File: config.mk
export PLATFORM = sky130hd
export DESIGN_NAME = acs_top
export DESIGN_NICKNAME = d
export VERILOG_FILES = /design/src/pkg/acs_pkg.sv /design/src/hdl/acs_top.sv /design/src/hdl/acs_tad_gen.sv
export SDC_FILE = /design/constraint.sdc
export NUM_CORES = 1
export LEC_CHECK = 0
export ABC_AREA = 1
export CORE_MARGIN = 3
export CORE_UTILIZATION = 45
export DETAILED_ROUTE_END_ITERATION = 16
export DONT_BUFFER_PORTS = 1
export HOLD_SLACK_MARGIN = 0.08
export SYNTH_ARGS = -nofsm -noshare
export SYNTH_HDL_FRONTEND = slang
export SYNTH_HIERARCHICAL = 1
export SYNTH_SLANG_ARGS = --single-unit
File: constraint.sdc
create_clock -name I_CLK -period 3 [get_ports I_CLK]
set_clock_uncertainty 0.05 [all_clocks]
set_input_delay 0.3 -clock I_CLK [delete_from_list [all_inputs] [get_ports I_CLK]]
set_output_delay 0.3 -clock I_CLK [all_outputs]
set_load 0.005 [all_outputs]
File: src/pkg/acs_pkg.sv
/*
 Constants, register map and state type of the converter sequencer.
 Assumes a 125 MHz system clock and a 32-bit APB register bus.
*/
package acs_pkg;
    localparam int unsigned SYS_CLK_HZ = 125_000_000;

    // Register byte offsets
    localparam logic [7:0] OFS_CTRL = 8'h00;
    localparam logic [7:0] OFS_PINREF = 8'h04;
    localparam logic [7:0] OFS_TIMING = 8'h08;
    localparam logic [7:0] OFS_RESH = 8'h0c;
    localparam logic [7:0] OFS_RESL = 8'h10;
    localparam logic [7:0] OFS_IRQ = 8'h14;

    // Field positions
    localparam int CTRL_EN_BIT = 0;
    localparam int CTRL_GO_BIT = 1;
    localparam int CTRL_CH_LSB = 2;
    localparam int PIN_CFG_LSB = 0;
    localparam int PIN_VREFH_BIT = 4;
    localparam int PIN_VREFL_BIT = 5;
    localparam int TIM_CLK_LSB = 0;
    localparam int TIM_ACQ_LSB = 3;
    localparam int TIM_JUST_BIT = 7;
    localparam int IRQ_FLAG_BIT = 0;
    localparam int IRQ_EN_BIT = 1;

    // Reset values
    localparam logic [3:0] CHAN_RST = 4'h0;
    localparam logic [5:0] PINREF_RST = 6'h00;
    localparam logic [2:0] CODE_RST = 3'h0;

    // Sequencing figures
    localparam logic [4:0] RC_DLY_CYC = 5'h04;
    localparam logic [4:0] CONV_LAST = 5'h0a;
    localparam logic [4:0] HOLDOFF_LAST = 5'h01;
    localparam logic [3:0] CH_IMPL = 4'hd;
    localparam logic [9:0] FULL_SCALE = 10'h3ff;
    localparam logic [9:0] SAR_MSB = 10'h200;

    typedef enum logic [2:0] {
        ST_IDLE,
        ST_RCDLY,
        ST_ACQ,
        ST_CONV,
        ST_HOLD
    } acs_state_t;

    function automatic logic is_rc(input logic [2:0] code);
        return code[1:0] == 2'b11;
    endfunction

    // System clocks per converter bit period; zero for the RC clock
    function automatic logic [6:0] tad_div(input logic [2:0] code);
        case (code)
            3'h0: return 7'h02;
            3'h1: return 7'h08;
            3'h2: return 7'h20;
            3'h4: return 7'h04;
            3'h5: return 7'h10;
            3'h6: return 7'h40;
            default: return 7'h00;
        endcase
    endfunction

    // Automatic acquisition length in converter bit periods
    function automatic logic [4:0] acq_tads(input logic [2:0] code);
        case (code)
            3'h0: return 5'h00;
            3'h1: return 5'h02;
            3'h2: return 5'h04;
            3'h3: return 5'h06;
            3'h4: return 5'h08;
            3'h5: return 5'h0c;
            3'h6: return 5'h10;
            default: return 5'h14;
        endcase
    endfunction
endpackage

File: src/hdl/acs_top.sv
/*
 Control logic of a 10-bit successive-approximation converter:
 APB registers, clock selection, acquisition and conversion sequencing.
 Assumes an analog front end driven by the sample, channel, reference
 and trial-code outputs, returning one comparator bit.
*/
// The APB slave port and the register addresses were chosen for this implementation.
// Functional notes
// - Format bit 7 set: right-justified result; clear: left-justified.
// - Acquisition code 111..000 gives 20,16,12,8,6,4,2,0 bit periods.
// - Clock code picks system clock /2,/8,/32,/4,/16,/64; x11 is RC.
// - RC clock: one instruction cycle delay before conversion clock starts.
// - Timing register bit 6 ignores writes, reads zero.
// - Reset returns registers to reset values, disabling and aborting.
// - Completion writes result pair, clears start bit, sets done flag.
// - Reset leaves result pair untouched.
// - Acquisition code 000: start ends sampling and converts at once.
// - Nonzero code: keep sampling programmed periods, then convert.
// - After each conversion sampling of selected channel resumes.
// - Start bit stays set through acquisition and conversion alike.
// - Each conversion takes exactly 11 bit periods.
// - At least 2 bit periods pass before next acquisition begins.
// - Sleeping conversions only run on the RC clock.
// - Sample capacitor disconnects when conversion begins; then SAR.
// - References selectable: supply rails or external reference pins.
// - Clearing start bit aborts; result pair keeps its last value.
// - Enable is control bit 0; start/status is bit 1.
// - Unimplemented channel codes convert to full scale.
`timescale 1ns/1ns
module acs_top (
    // Clock and reset
    input wire logic I_CLK,
    input wire logic I_RESET_N,
    // APB slave
    input wire logic I_PSEL,
    input wire logic I_PENABLE,
    input wire logic I_PWRITE,
    input wire logic [7:0] I_PADDR,
    input wire logic [31:0] I_PWDATA,
    output logic O_PREADY,
    output logic [31:0] O_PRDATA,
    output logic O_PSLVERR,
    // Analog front end
    input wire logic I_COMP,
    input wire logic I_RC_OSC,
    input wire logic I_SLEEP,
    output logic O_SAMPLE,
    output logic [3:0] O_CHANNEL,
    output logic [9:0] O_DAC_CODE,
    output logic O_VREFH_EXT,
    output logic O_VREFL_EXT,
    output logic [3:0] O_PIN_CFG,
    // Completion
    output logic O_CONV_IRQ
);
    import acs_pkg::*;

    typedef struct packed {
        logic en;
        logic go;
        logic [3:0] chan;
        logic [5:0] pinref;
        logic just;
        logic [2:0] acq_code;
        logic [2:0] clk_code;
        logic flag;
        logic irq_en;
        logic irq;
        logic [7:0] res_hi;
        logic [7:0] res_lo;
        acs_state_t st;
        logic [4:0] cnt;
        logic [9:0] sar;
        logic [9:0] dac;
        logic sample;
        logic [2:0][1:0] sync;
        logic [1:0] filt;
        logic ack;
        logic [31:0] prdata;
    } acs_regs_t;

    acs_regs_t st_ff;
    acs_regs_t nxt_st;

    logic tick;
    logic run;
    logic acc;
    logic mapped;
    logic wr;
    logic launch;
    logic done;
    logic [3:0] bidx;
    logic [9:0] sar_new;
    logic [9:0] res;
    logic [7:0] rd_byte;
    logic comp_f;
    logic rc_f;

    assign comp_f = st_ff.filt[0];
    assign rc_f = st_ff.filt[1];
    assign run = st_ff.st == ST_ACQ || st_ff.st == ST_CONV || st_ff.st == ST_HOLD;

    acs_tad_gen u_tad (
        .i_clk(I_CLK),
        .i_reset_n(I_RESET_N),
        .i_run(run),
        .i_sleep(I_SLEEP),
        .i_clk_code(st_ff.clk_code),
        .i_rc_level(rc_f),
        .o_tick(tick)
    );

    // Register decode and read mux
    always_comb begin
        mapped = 1'b1;
        rd_byte = 8'h00;
        if (I_PADDR == OFS_CTRL) begin
            rd_byte = {2'b00, st_ff.chan, st_ff.go, st_ff.en};
        end else if (I_PADDR == OFS_PINREF) begin
            rd_byte = {2'b00, st_ff.pinref};
        end else if (I_PADDR == OFS_TIMING) begin
            rd_byte = {st_ff.just, 1'b0, st_ff.acq_code, st_ff.clk_code};
        end else if (I_PADDR == OFS_RESH) begin
            rd_byte = st_ff.res_hi;
        end else if (I_PADDR == OFS_RESL) begin
            rd_byte = st_ff.res_lo;
        end else if (I_PADDR == OFS_IRQ) begin
            rd_byte = {6'h00, st_ff.irq_en, st_ff.flag};
        end else begin
            mapped = 1'b0;
        end
    end

    assign acc = I_PSEL & I_PENABLE;
    assign wr = acc & st_ff.ack & I_PWRITE & mapped;
    assign O_PREADY = st_ff.ack;
    assign O_PSLVERR = st_ff.ack & ~mapped;
    assign O_PRDATA = st_ff.prdata;

    always_comb begin
        nxt_st = st_ff;
        launch = 1'b0;
        done = 1'b0;
        bidx = 4'(CONV_LAST - st_ff.cnt);
        sar_new = st_ff.sar;
        res = st_ff.sar;

        // Three-stage input sync; a level counts once stages 2 and 3 agree
        nxt_st.sync[0] = {I_RC_OSC, I_COMP};
        nxt_st.sync[1] = st_ff.sync[0];
        nxt_st.sync[2] = st_ff.sync[1];
        for (int i = 0; i < 2; i++) begin
            if (st_ff.sync[1][i] == st_ff.sync[2][i]) begin
                nxt_st.filt[i] = st_ff.sync[2][i];
            end
        end

        // One wait state so read data leaves a flip-flop
        nxt_st.ack = acc & ~st_ff.ack;
        if (acc && !st_ff.ack) begin
            nxt_st.prdata = {24'h000000, rd_byte};
        end

        // Sequencer
        case (st_ff.st)
            ST_IDLE: begin
                if (st_ff.go) begin
                    if (is_rc(st_ff.clk_code)) begin
                        nxt_st.st = ST_RCDLY;
                        nxt_st.cnt = 5'h00;
                    end else begin
                        launch = 1'b1;
                    end
                end
            end
            ST_RCDLY: begin
                // One instruction cycle, counted in system clocks
                if (st_ff.cnt == 5'(RC_DLY_CYC - 5'h01)) begin
                    launch = 1'b1;
                end else begin
                    nxt_st.cnt = 5'(st_ff.cnt + 5'h01);
                end
            end
            ST_ACQ: begin
                if (tick) begin
                    if (st_ff.cnt == 5'(acq_tads(st_ff.acq_code) - 5'h01)) begin
                        nxt_st.st = ST_CONV;
                        nxt_st.cnt = 5'h00;
                        nxt_st.sar = 10'h000;
                        nxt_st.dac = 10'h000;
                    end else begin
                        nxt_st.cnt = 5'(st_ff.cnt + 5'h01);
                    end
                end
            end
            ST_CONV: begin
                if (tick) begin
                    nxt_st.cnt = 5'(st_ff.cnt + 5'h01);
                    if (st_ff.cnt == 5'h00) begin
                        // First period settles the held sample
                        nxt_st.dac = SAR_MSB;
                    end else begin
                        // Comparator high keeps the trial bit
                        sar_new[bidx] = comp_f;
                        nxt_st.sar = sar_new;
                        if (bidx != 4'h0) begin
                            nxt_st.dac = sar_new | 10'(10'h001 << (bidx - 4'h1));
                        end
                    end
                    if (st_ff.cnt == CONV_LAST) begin
                        done = 1'b1;
                    end
                end
            end
            ST_HOLD: begin
                if (tick) begin
                    if (st_ff.cnt == HOLDOFF_LAST) begin
                        nxt_st.st = ST_IDLE;
                    end else begin
                        nxt_st.cnt = 5'(st_ff.cnt + 5'h01);
                    end
                end
            end
            default: begin
                nxt_st.st = ST_IDLE;
            end
        endcase

        if (launch) begin
            nxt_st.cnt = 5'h00;
            if (st_ff.acq_code == CODE_RST) begin
                nxt_st.st = ST_CONV;
                nxt_st.sar = 10'h000;
                nxt_st.dac = 10'h000;
            end else begin
                nxt_st.st = ST_ACQ;
            end
        end

        if (done) begin
            if (st_ff.chan >= CH_IMPL) begin
                res = FULL_SCALE;
            end else begin
                res = sar_new;
            end
            if (st_ff.just) begin
                nxt_st.res_hi = {6'h00, res[9:8]};
                nxt_st.res_lo = res[7:0];
            end else begin
                nxt_st.res_hi = res[9:2];
                nxt_st.res_lo = {res[1:0], 6'h00};
            end
            nxt_st.go = 1'b0;
            nxt_st.st = ST_HOLD;
            nxt_st.cnt = 5'h00;
        end else if (!st_ff.go && st_ff.st != ST_IDLE && st_ff.st != ST_HOLD) begin
            // Abort leaves the result pair alone and still waits out the holdoff
            nxt_st.st = ST_HOLD;
            nxt_st.cnt = 5'h00;
        end

        // Software writes after the sequencer, so a set by software wins, except on the result pair, which completion keeps
        if (wr) begin
            if (I_PADDR == OFS_CTRL) begin
                nxt_st.en = I_PWDATA[CTRL_EN_BIT];
                // Start is only honoured while already enabled
                nxt_st.go = I_PWDATA[CTRL_GO_BIT] & st_ff.en;
                nxt_st.chan = I_PWDATA[CTRL_CH_LSB +: 4];
            end else if (I_PADDR == OFS_PINREF) begin
                nxt_st.pinref = I_PWDATA[PIN_CFG_LSB +: 6];
            end else if (I_PADDR == OFS_TIMING) begin
                nxt_st.just = I_PWDATA[TIM_JUST_BIT];
                nxt_st.acq_code = I_PWDATA[TIM_ACQ_LSB +: 3];
                nxt_st.clk_code = I_PWDATA[TIM_CLK_LSB +: 3];
            end else if (I_PADDR == OFS_RESH) begin
                if (!done) begin
                    nxt_st.res_hi = I_PWDATA[7:0];
                end
            end else if (I_PADDR == OFS_RESL) begin
                if (!done) begin
                    nxt_st.res_lo = I_PWDATA[7:0];
                end
            end else if (I_PADDR == OFS_IRQ) begin
                nxt_st.flag = I_PWDATA[IRQ_FLAG_BIT];
                nxt_st.irq_en = I_PWDATA[IRQ_EN_BIT];
            end
        end

        // Completion beats a clear in the same cycle
        if (done) begin
            nxt_st.flag = 1'b1;
        end

        // A disabled converter idles with no start pending
        if (!nxt_st.en) begin
            nxt_st.go = 1'b0;
            nxt_st.st = ST_IDLE;
        end

        nxt_st.irq = nxt_st.flag & nxt_st.irq_en;
        nxt_st.sample = nxt_st.en && (nxt_st.st == ST_IDLE
            || nxt_st.st == ST_RCDLY || nxt_st.st == ST_ACQ);
    end

    always_ff @(posedge I_CLK or negedge I_RESET_N) begin
        if (!I_RESET_N) begin
            // Result pair deliberately holds through reset
            st_ff.en <= 1'b0;
            st_ff.go <= 1'b0;
            st_ff.chan <= CHAN_RST;
            st_ff.pinref <= PINREF_RST;
            st_ff.just <= 1'b0;
            st_ff.acq_code <= CODE_RST;
            st_ff.clk_code <= CODE_RST;
            st_ff.flag <= 1'b0;
            st_ff.irq_en <= 1'b0;
            st_ff.irq <= 1'b0;
            st_ff.st <= ST_IDLE;
            st_ff.cnt <= 5'h00;
            st_ff.sar <= 10'h000;
            st_ff.dac <= 10'h000;
            st_ff.sample <= 1'b0;
            st_ff.sync <= '0;
            st_ff.filt <= 2'h0;
            st_ff.ack <= 1'b0;
            st_ff.prdata <= 32'h00000000;
        end else begin
            st_ff <= nxt_st;
        end
    end

    assign O_SAMPLE = st_ff.sample;
    assign O_CHANNEL = st_ff.chan;
    assign O_DAC_CODE = st_ff.dac;
    assign O_VREFH_EXT = st_ff.pinref[PIN_VREFH_BIT];
    assign O_VREFL_EXT = st_ff.pinref[PIN_VREFL_BIT];
    assign O_PIN_CFG = st_ff.pinref[PIN_CFG_LSB +: 4];
    assign O_CONV_IRQ = st_ff.irq;
endmodule

File: src/hdl/acs_tad_gen.sv
/*
 Converter bit-period tick generator: divides the system clock or
 edge-detects the already synchronised RC oscillator level.
 Assumes i_rc_level is filtered in the system clock domain.
*/
`timescale 1ns/1ns
module acs_tad_gen (
    // Clock and reset
    input wire logic i_clk,
    input wire logic i_reset_n,
    // Control
    input wire logic i_run,
    input wire logic i_sleep,
    input wire logic [2:0] i_clk_code,
    input wire logic i_rc_level,
    // Tick
    output logic o_tick
);
    import acs_pkg::*;

    typedef struct packed {
        logic [6:0] cnt;
        logic rc_prev;
    } acs_tg_t;

    acs_tg_t st_ff;
    acs_tg_t nxt_st;
    logic [6:0] last;

    always_comb begin
        nxt_st = st_ff;
        last = 7'(tad_div(i_clk_code) - 7'h01);
        nxt_st.rc_prev = i_rc_level;
        o_tick = 1'b0;
        if (!i_run) begin
            nxt_st.cnt = 7'h00;
        end else if (is_rc(i_clk_code)) begin
            // RC clock keeps running while the system sleeps
            o_tick = i_rc_level & ~st_ff.rc_prev;
        end else if (!i_sleep) begin
            // A stopped system clock in sleep halts the divider
            if (st_ff.cnt == last) begin
                o_tick = 1'b1;
                nxt_st.cnt = 7'h00;
            end else begin
                nxt_st.cnt = 7'(st_ff.cnt + 7'h01);
            end
        end
    end

    always_ff @(posedge i_clk or negedge i_reset_n) begin
        if (!i_reset_n) begin
            st_ff <= '0;
        end else begin
            st_ff <= nxt_st;
        end
    end
endmodule

; Yosys cells after proc, flatten, opt, wreduce, memory -nomap -nowiden
; Index checks and enable logic that the tools add are counted.
[op_classes]
add_sub_neg = 6
n_eq_ne = 40
n_mux = 84
n_lt_le_gt_ge = 3
reduce_logical = 26
bitwise_logic = 15
n_shift = 1
[op_table]
columns = cell, n
row1 = 8-bit 2-to-1 mux, 15
row2 = 16-bit 2-to-1 mux, 6
row3 = 10-bit 2-to-1 mux, 6
row4 = 28-bit 2-to-1 mux, 2
row5 = 7-bit case mux with 6 select lines, 1
row6 = 20-bit 2-to-1 mux, 2
row7 = 20-bit case mux with 2 select lines, 1
row8 = 7-bit 2-to-1 mux, 5
row9 = 5-bit case mux with 7 select lines, 1
row10 = 25-bit 2-to-1 mux, 1
row11 = 5-bit 2-to-1 mux, 5
row12 = 5-bit case mux with 5 select lines, 1
row13 = "3-bit == test, second input constant", 7
row14 = 1-bit 2-to-1 mux, 21
row15 = 21-bit 2-to-1 mux, 1
row16 = "5-bit by 4-bit != test with 1-bit output, second input constant", 4
row17 = "3-bit by 2-bit == test with 1-bit output, second input constant", 6
row18 = "8-bit by 4-bit == test with 1-bit output, second input constant", 2
row19 = "8-bit by 5-bit == test with 1-bit output, second input constant", 2
row20 = 15-bit 2-to-1 mux, 1
row21 = "5-bit != test, second input constant", 3
row22 = "3-bit by 1-bit == test with 1-bit output, second input constant", 4
row23 = 3-bit zero test, 4
row24 = 6-bit 2-to-1 mux, 2
row25 = other kinds (43), 72
[totals]
word_cells = 201
inputBits = 48
out_inout_bits = 56
reg_bits = 92

; Longest topological paths before layout
; Gate-level depths: netlist of run 1.
[logic_depth]
depth_word = 24
ltp_mapped = 17
depth_no_buf = 16

; Modules after synthesis
; Netlist of run 1, hierarchy kept.
[modules_own_cells]
columns = module, seq_area_each_um2, n_inst, cells_per_inst, area_per_inst_um2
row1 = acs_top, 2182.1, 1, 750, 5567.8
row2 = acs_tad_gen, 200.2, 1, 85, 606.8

; Worst setup path before layout of run 1
; OpenSTA, ideal clock, no wires.
[synth_path]
kind = register to register
from = reg st_ff[67] (netlist bit)
to = reg st_ff[76] (netlist bit), data pin
path_slack_ns = 0.269
n_path_buf = 1
arrival_ns = 2.422
t_required_ns = 2.691
stages_incl_launch_ff = 18
synth_period_minus_slack_ns = 2.731
setup_ns = 0.259
cell_sequence = dfrtp_1 -> inv_2 -> nand2_2 -> inv_1 -> nand2_1 -> nand2_1 -> inv_2 -> a21oi_1 -> inv_2 -> nor3_4 -> inv_2 -> nor2_4 -> inv_2 -> buf_6 -> nand2_1 -> nor2_1 -> nor2_1 -> nand3_1
[synth_lines]
columns = element, line_no
row1 = from (decl), acs_top.sv:82  ; acs_regs_t st_ff;
row2 = from (signal assigned), acs_top.sv:328  ; st_ff <= nxt_st;

==> results.yml, run 1 <==
placed_design:
  dp_hpwl_um: 11900
  dpl_worst_slack_ps: 49.7
  portBuffers: 0
  gp_congestion: 0.940
clock_tree:
  cts_tree: "done"
  h-tree-depth: 3
  root_buffer: "clkbuf_16"
  path_clk_slew_ps: 70
  post_cts_buffers: 0
  clk_path_buf_depth: 2
  numClockSinks: 92
  clk_latency_ps: 350
  cts_buffers: 9
final_layout:
  regArea_sq_mm: 0.00238
  fillers: 1340
  finalNetCount: 879
  layout-drive-gt1-share_pct: 10.1
  area_growth_pct: 4.74
  multi_input_area_sq_mm: 0.00307
  n_antenna_cell: 0
hold_path:
  min_path_cells: 3
  hold_path_class: "in -> reg"
  min-delay-start: "I_SLEEP"
outcome:
  status: "finished clean"
worst_setup_path:
  cp-start-kind: "flop"
  cp-startpoint: "st_ff[67]"
  cpMostUsedCell: "inv_2"
  worstPathRequired_ps: 3040
  arrival_ps: 2840
  crit_path_end_kind: "flop"
  crit_type: "reg -> reg"
  path_cells: "inv_2, nand2_2, inv_1, nand2_1, nand2_1, inv_2, a21oi_2, inv_2, nor3_4, inv_2, nor2_4, buf_4, nor2_1, o21ai_1, nand3_1"
  cp.depth: 15
  crit_path_top_delay_cell: "dfrtp_1"
  critical_path_buf_inv_count: 6
  slowest_delay_ps: 450
  timing.rr.start: "st_ff[67]"
  crit_fanout: 7
  rr_worst_depth: 15
  path_delay_family: "simple AND/OR/NAND/NOR gates"
timing:
  finalHoldViolations: 0
  timing.fmax_ghz: 0.356
  finalWorstSetupSlack_ps: 195
  setup_viol: 0
  setup_tns_ps: 0
  period_needed_ps: 2810
  slew_headroom_pct: 62.2
  worst_pin_slew_ps: 566
  drv_slew: 0
  rsz0062_at_grt: "false"
  post-route-period-util_pct: 93.5
synth:
  async_reset_ff_share_pct: 82.6
  synth.cells.most_frequent: "nand2_1, nand3_1, dfrtp_1, inv_1, a21oi_1"
  yosys_warnings: 6
  ys_ff_latch: 92
  synthDominantCellAreaShare_pct: 30.8
  yosys.area.top_type: "dfrtp_1"
  netlist_area_sq_mm: 0.00617
  ys.flop_type: "dfrtp_1"
  yosysUniqueCellTypes: 47
  syn_inst: 835
  synth_edf_count: 16
  yosysSeqAreaShare_pct: 38.6
  avgSynthCellArea_sq_um: 7.39
  synth_area_leaders: "dfrtp_1, nand2_1, edfxtp_1"
  synth.most_common_cell: "nand2_1"
route:
  wl_um: 16100
  vias_per_cell: 5.53
  wl_per_cell_um: 16.1
  dr.pass1.iters: 5
  drt_iter0_drc: 541
  postRouteAntennaNets: 0
  vias: 5533
  drc: 0
die:
  initial_core_util_pct: 46.3
  die_h_um: 123
  die_x_um: 123
  ios: 104
  core_area_sq_mm: 0.0133
  die_area_sq_mm: 0.0152
  rows: 42
grt:
  grt_util_all_layers_pct: 21.9
  grt_max_degree: 93
  gr-total-overflow: 0
  grt_pass1_wl_um: 26100
  first_global_vias: 5164
  antenna_found_initial: 0
power:
  peakVddDrop_mv: 0.272
  p_leak_nw: 3.00
  power_density_mw_per_mm2: 396
job:
  drv_cap: 0
[cell type report]
class                   count  share of cell area (%)
clock buffers              10                    3.54
clock inverters             6                   0.832
inverters                  89                    5.30
multi-input cells         611                    47.5
flip-flops and latches     92                    36.9
well taps                 176                    3.40
repair buffers             17                    2.51
[state kept, by name, summed over array words and instances, names as in the netlist]
register,count
rc_f,1
nxt_st,4
comp_f,1
O_PIN_CFG,4
O_SAMPLE,1
O_VREFL_EXT,1
u_tad/st_ff,8
O_VREFH_EXT,1
O_DAC_CODE,10
O_PREADY,1
st_ff,47
O_CONV_IRQ,1
O_CHANNEL,4
O_PRDATA,8
[layout by cell type, fill, tap and decap left out, drive strengths merged, types with 3 or more instances in the layout]
master,instances
clkbuf,10
nor2,80
inv,93
o21ai,54
dlygate4sd3,6
buf,11
nand4,21
ha,11
a31oi,3
a21oi,65
edfxtp,16
nor3,4
a221oi,4
dfrtp,76
conb,24
o211ai,10
nand3,90
nand2,228
xor2,4
[metal layers]
metal	global-route usage (%)	share of wire [%]	up-vias
met5	0	0	-
met4	7.47	1.8	0
met3	4.44	6.9	26
met2	34.4	48	214
met1	30.1	44	2640
li1	-	-	2653
[kinds of logic (layout without fill, tap and decap cells)]
logic type,after synthesis,count (layout),synth area share [%]
AOI/OAI and AO/OA,142,142,12.7
adders and majority gates,13,13,2.55
other,1,24,0.0607
xor gates and xnor gates,6,6,0.851
and+or+nand+nor,426,426,32.0
DFF,92,92,38.6
buffers and inverters,155,122,13.3
[worst register-to-register path, stage by stage, from the launching register on]
cell     delay (ps)
dfrtp_1         450
inv_2           180
nand2_2          90
inv_1           100
nand2_1         120
nand2_1         130
inv_2            80
a21oi_2         180
inv_2            80
nor3_4          240
inv_2            80
nor2_4          190
buf_4           220
nor2_1           50
o21ai_1         180
nand3_1         110
[report_power, final]
| group | switching, W | internal (W) | leakage [nW] |
|---|---|---|---|
| logic | 0.0000769 | 0.0000352 | 1.74 |
| clock network | 0.000537 | 0.000581 | 0.138 |
| registers | 0.0000249 | 0.00131 | 1.12 |
| total | 0.000639 | 0.00192 | 3.00 |
[worst paths after layout]
path / endpoint / slack [ps]
worst max-delay path: st_ff[78] / 190
worst min-delay path: u_tad/st_ff[6] / 100
worst max register to register: st_ff[78] / 190
worst min register to register: nxt_st[40] / 310
max in group asynchronous: O_DAC_CODE[2] / 2020
min in group asynchronous: st_ff[40] / 460
[metrics by stage]
step	hold WS (ps)	std cells	power [W]	util, %	cell area, sq um
floorplan	-45.6	858	0.00145	-	6260
global placement	-41.7	978	0.00143	45.5	6080
detailed placement	-42.1	978	0.00143	45.5	6080
CTS	82.5	1001	0.00259	48.3	6450
global route	106	1001	0.00266	48.5	6470
finish	97.5	1001	0.00256	48.5	6470
[timing repair]
| action | 4_1_cts | 5_1_grt |
|---|---|---|
| setup endpoints to repair | 0 | 22 |
| hold buffers | 7 | 0 |
| gates resized for setup | 0 | 9 |
| hold endpoints to repair | 97 | 0 |
No activity file was read; power rests on OpenSTA's default activity.
==> run 2, diff against run 1 <==
--- a/constraint.sdc
+++ b/constraint.sdc
@@ -4,2 +4,2 @@
 set_output_delay 0.3 -clock I_CLK [all_outputs]
-set_load 0.005 [all_outputs]
+set_load 0.1 [all_outputs]
==> run 2 against run 1 <==
- fmax is 1.1% higher
- flip-flop and latch count is the same
- hold slack got worse by 18 ps
- die area did not move
- setup slack gained 30 ps
- critical endpoint is now st_ff[74]
- critical path depth up 1
- first-iteration DRC count up 1.3%
- sequential power grew 7%
- global-route usage is 0.056 points lower
- sequential share of layout area down 0.41 points
- combinational power increased by 120%
==> results.yml, run 2 (synthesized netlist as in run 1, its figures left out) <==
worst_setup_path:
  rr_worst_depth: 16
  cp-startpoint: "st_ff[67]"
  cp-start-kind: "flop"
  crit_path_end_kind: "flop"
  arrival_ps: 2950
  timing.rr.start: "st_ff[67]"
  crit_type: "reg -> reg"
  worstPathRequired_ps: 3170
  crit_fanout: 18
clock_tree:
  h-tree-depth: 3
  clk_path_buf_depth: 2
  cts_tree: "done"
  cts_buffers: 9
  clk_latency_ps: 360
  path_clk_slew_ps: 70
  numClockSinks: 92
  root_buffer: "clkbuf_16"
power:
  p_leak_nw: 3.05
  power_w: 0.00284
  power_density_mw_per_mm2: 434
  peakVddDrop_mv: 0.270
route:
  drc: 0
  vias: 5547
  wl_um: 16300
  wl_per_cell_um: 16.2
  drt_iter0_drc: 548
  dr.pass1.iters: 8
  postRouteAntennaNets: 0
  vias_per_cell: 5.50
grt:
  first_global_vias: 5054
  grt_util_all_layers_pct: 21.8
  grt_max_degree: 93
  gr-total-overflow: 0
  grt_pass1_wl_um: 26000
  antenna_found_initial: 0
timing:
  setup_tns_ps: 0
  worst_pin_slew_ps: 941
  post-route-period-util_pct: 92.5
  period_needed_ps: 2780
  finalHoldViolations: 0
  timing.fmax_ghz: 0.360
  slew_headroom_pct: 37.3
  drv_slew: 0
  rsz0062_at_grt: "false"
  setup_viol: 0
die:
  core_area_sq_mm: 0.0133
  die_x_um: 123
  rows: 42
  ios: 104
  initial_core_util_pct: 46.3
  die_h_um: 123
  die_area_sq_mm: 0.0152
job:
  drv_cap: 0
hold_path:
  min-delay-start: "I_PWDATA[7]"
  min_path_cells: 2
  hold_path_class: "in -> reg"
final_layout:
  area_growth_pct: 5.88
  largest_reg_flops: 47
  regMostFlops: "st_ff"
  final_common_cell: "nand2_1"
  design_area_sq_mm: 0.00654
  fillers: 1313
  layout-drive-gt1-share_pct: 11.2
  regArea_sq_mm: 0.00238
  multi_input_area_sq_mm: 0.00308
  finalNetCount: 887
  layout.cells.non_filler: 1009
  final_cell_mix: "nand2_1, nand3_1, dfrtp_1, inv_1, a21oi_1"
  n_antenna_cell: 0
placed_design:
  placedInstanceArea_sq_mm: 0.00615
  portBuffers: 0
  dp_hpwl_um: 11800
  gp_congestion: 0.955
  dp_cells: 988
outcome:
  status: "finished clean"
==> run 2: cell count changes in the layout (fill, tap and decap cells not counted) <==
| cell | change |
|---|---|
| buf_4 | +10 |
| clkbuf_16 | +1 |
| dfrtp_1 | +1 |
| dfrtp_2 | -1 |
| dlygate4sd3_1 | -2 |
| inv_2 | +1 |
| inv_4 | -2 |
| inv_6 | +1 |
| inv_8 | -1 |
| nor2_1 | -1 |
| nor2_2 | +1 |
| o21ai_0 | +1 |
| o21ai_1 | -1 |
==> run 2: path summary, 6_finish.rpt <==
check	endpoint	slack, ps
max in group asynchronous	comp_f	2010
setup / recovery	st_ff[74]	220
min in group asynchronous	u_tad/st_ff[2]	550
hold / removal	st_ff[95]	80
setup reg to reg	st_ff[74]	220
hold reg to reg	nxt_st[40]	300
==> run 2: critical path: stages (launching register included) <==
cell     delay (ps)
dfrtp_1         460
inv_2           190
nand2_2         100
inv_1           100
nand2_1         120
nand2_1         120
inv_2            80
a21oi_2         150
inv_2           100
nor3_4          230
inv_2            80
nor2_4          130
inv_2           180
buf_4           210
nor2_8          150
nand2_1         110
nand3_1          70
==> run 2: what timing repair did <==
action                                  4_1_cts  5_1_grt
gates resized for setup                       0        5
endpoints found under the setup margin        0       19
hold endpoints to repair                     95        0
hold buffers                                  5        0
buffers inserted                              0        0
==> run 2: metrics by stage <==
stage	hold WS, ps	worst slack, ps	util [%]
6_report	79.7	224	49.0
5_1_grt	97.8	13.4	49.0
4_1_cts	84.1	83.8	48.9
3_5_place_dp	-41.1	120	46.1
3_3_place_gp	-41.5	194	46.1
2_1_floorplan	-45.6	269	-
==> run 2: final cells by class <==
type                            count  share of cell area (%)
Inverter                           89                    5.21
Tap cell                          176                    3.37
Clock buffer                       11                    3.89
Timing Repair Buffer               25                    3.33
Sequential cell                    92                    36.5
Multi-Input combinational cell    611                    47.1
Clock inverter                      5                   0.689
==> run 2: per-layer routing <==
| layer | part of all wire (%) | GRT usage (%) |
|---|---|---|
| met5 | 0 | 0 |
| met4 | 2.1 | 8.44 |
| met3 | 6.7 | 4.25 |
| met2 | 48 | 34.5 |
| met1 | 44 | 29.6 |
==> run 2: power breakdown <==
group,switching [W],internal [W]
combinational,0.000211,0.0000355
sequential,0.000115,0.00130
clock,0.000544,0.000629
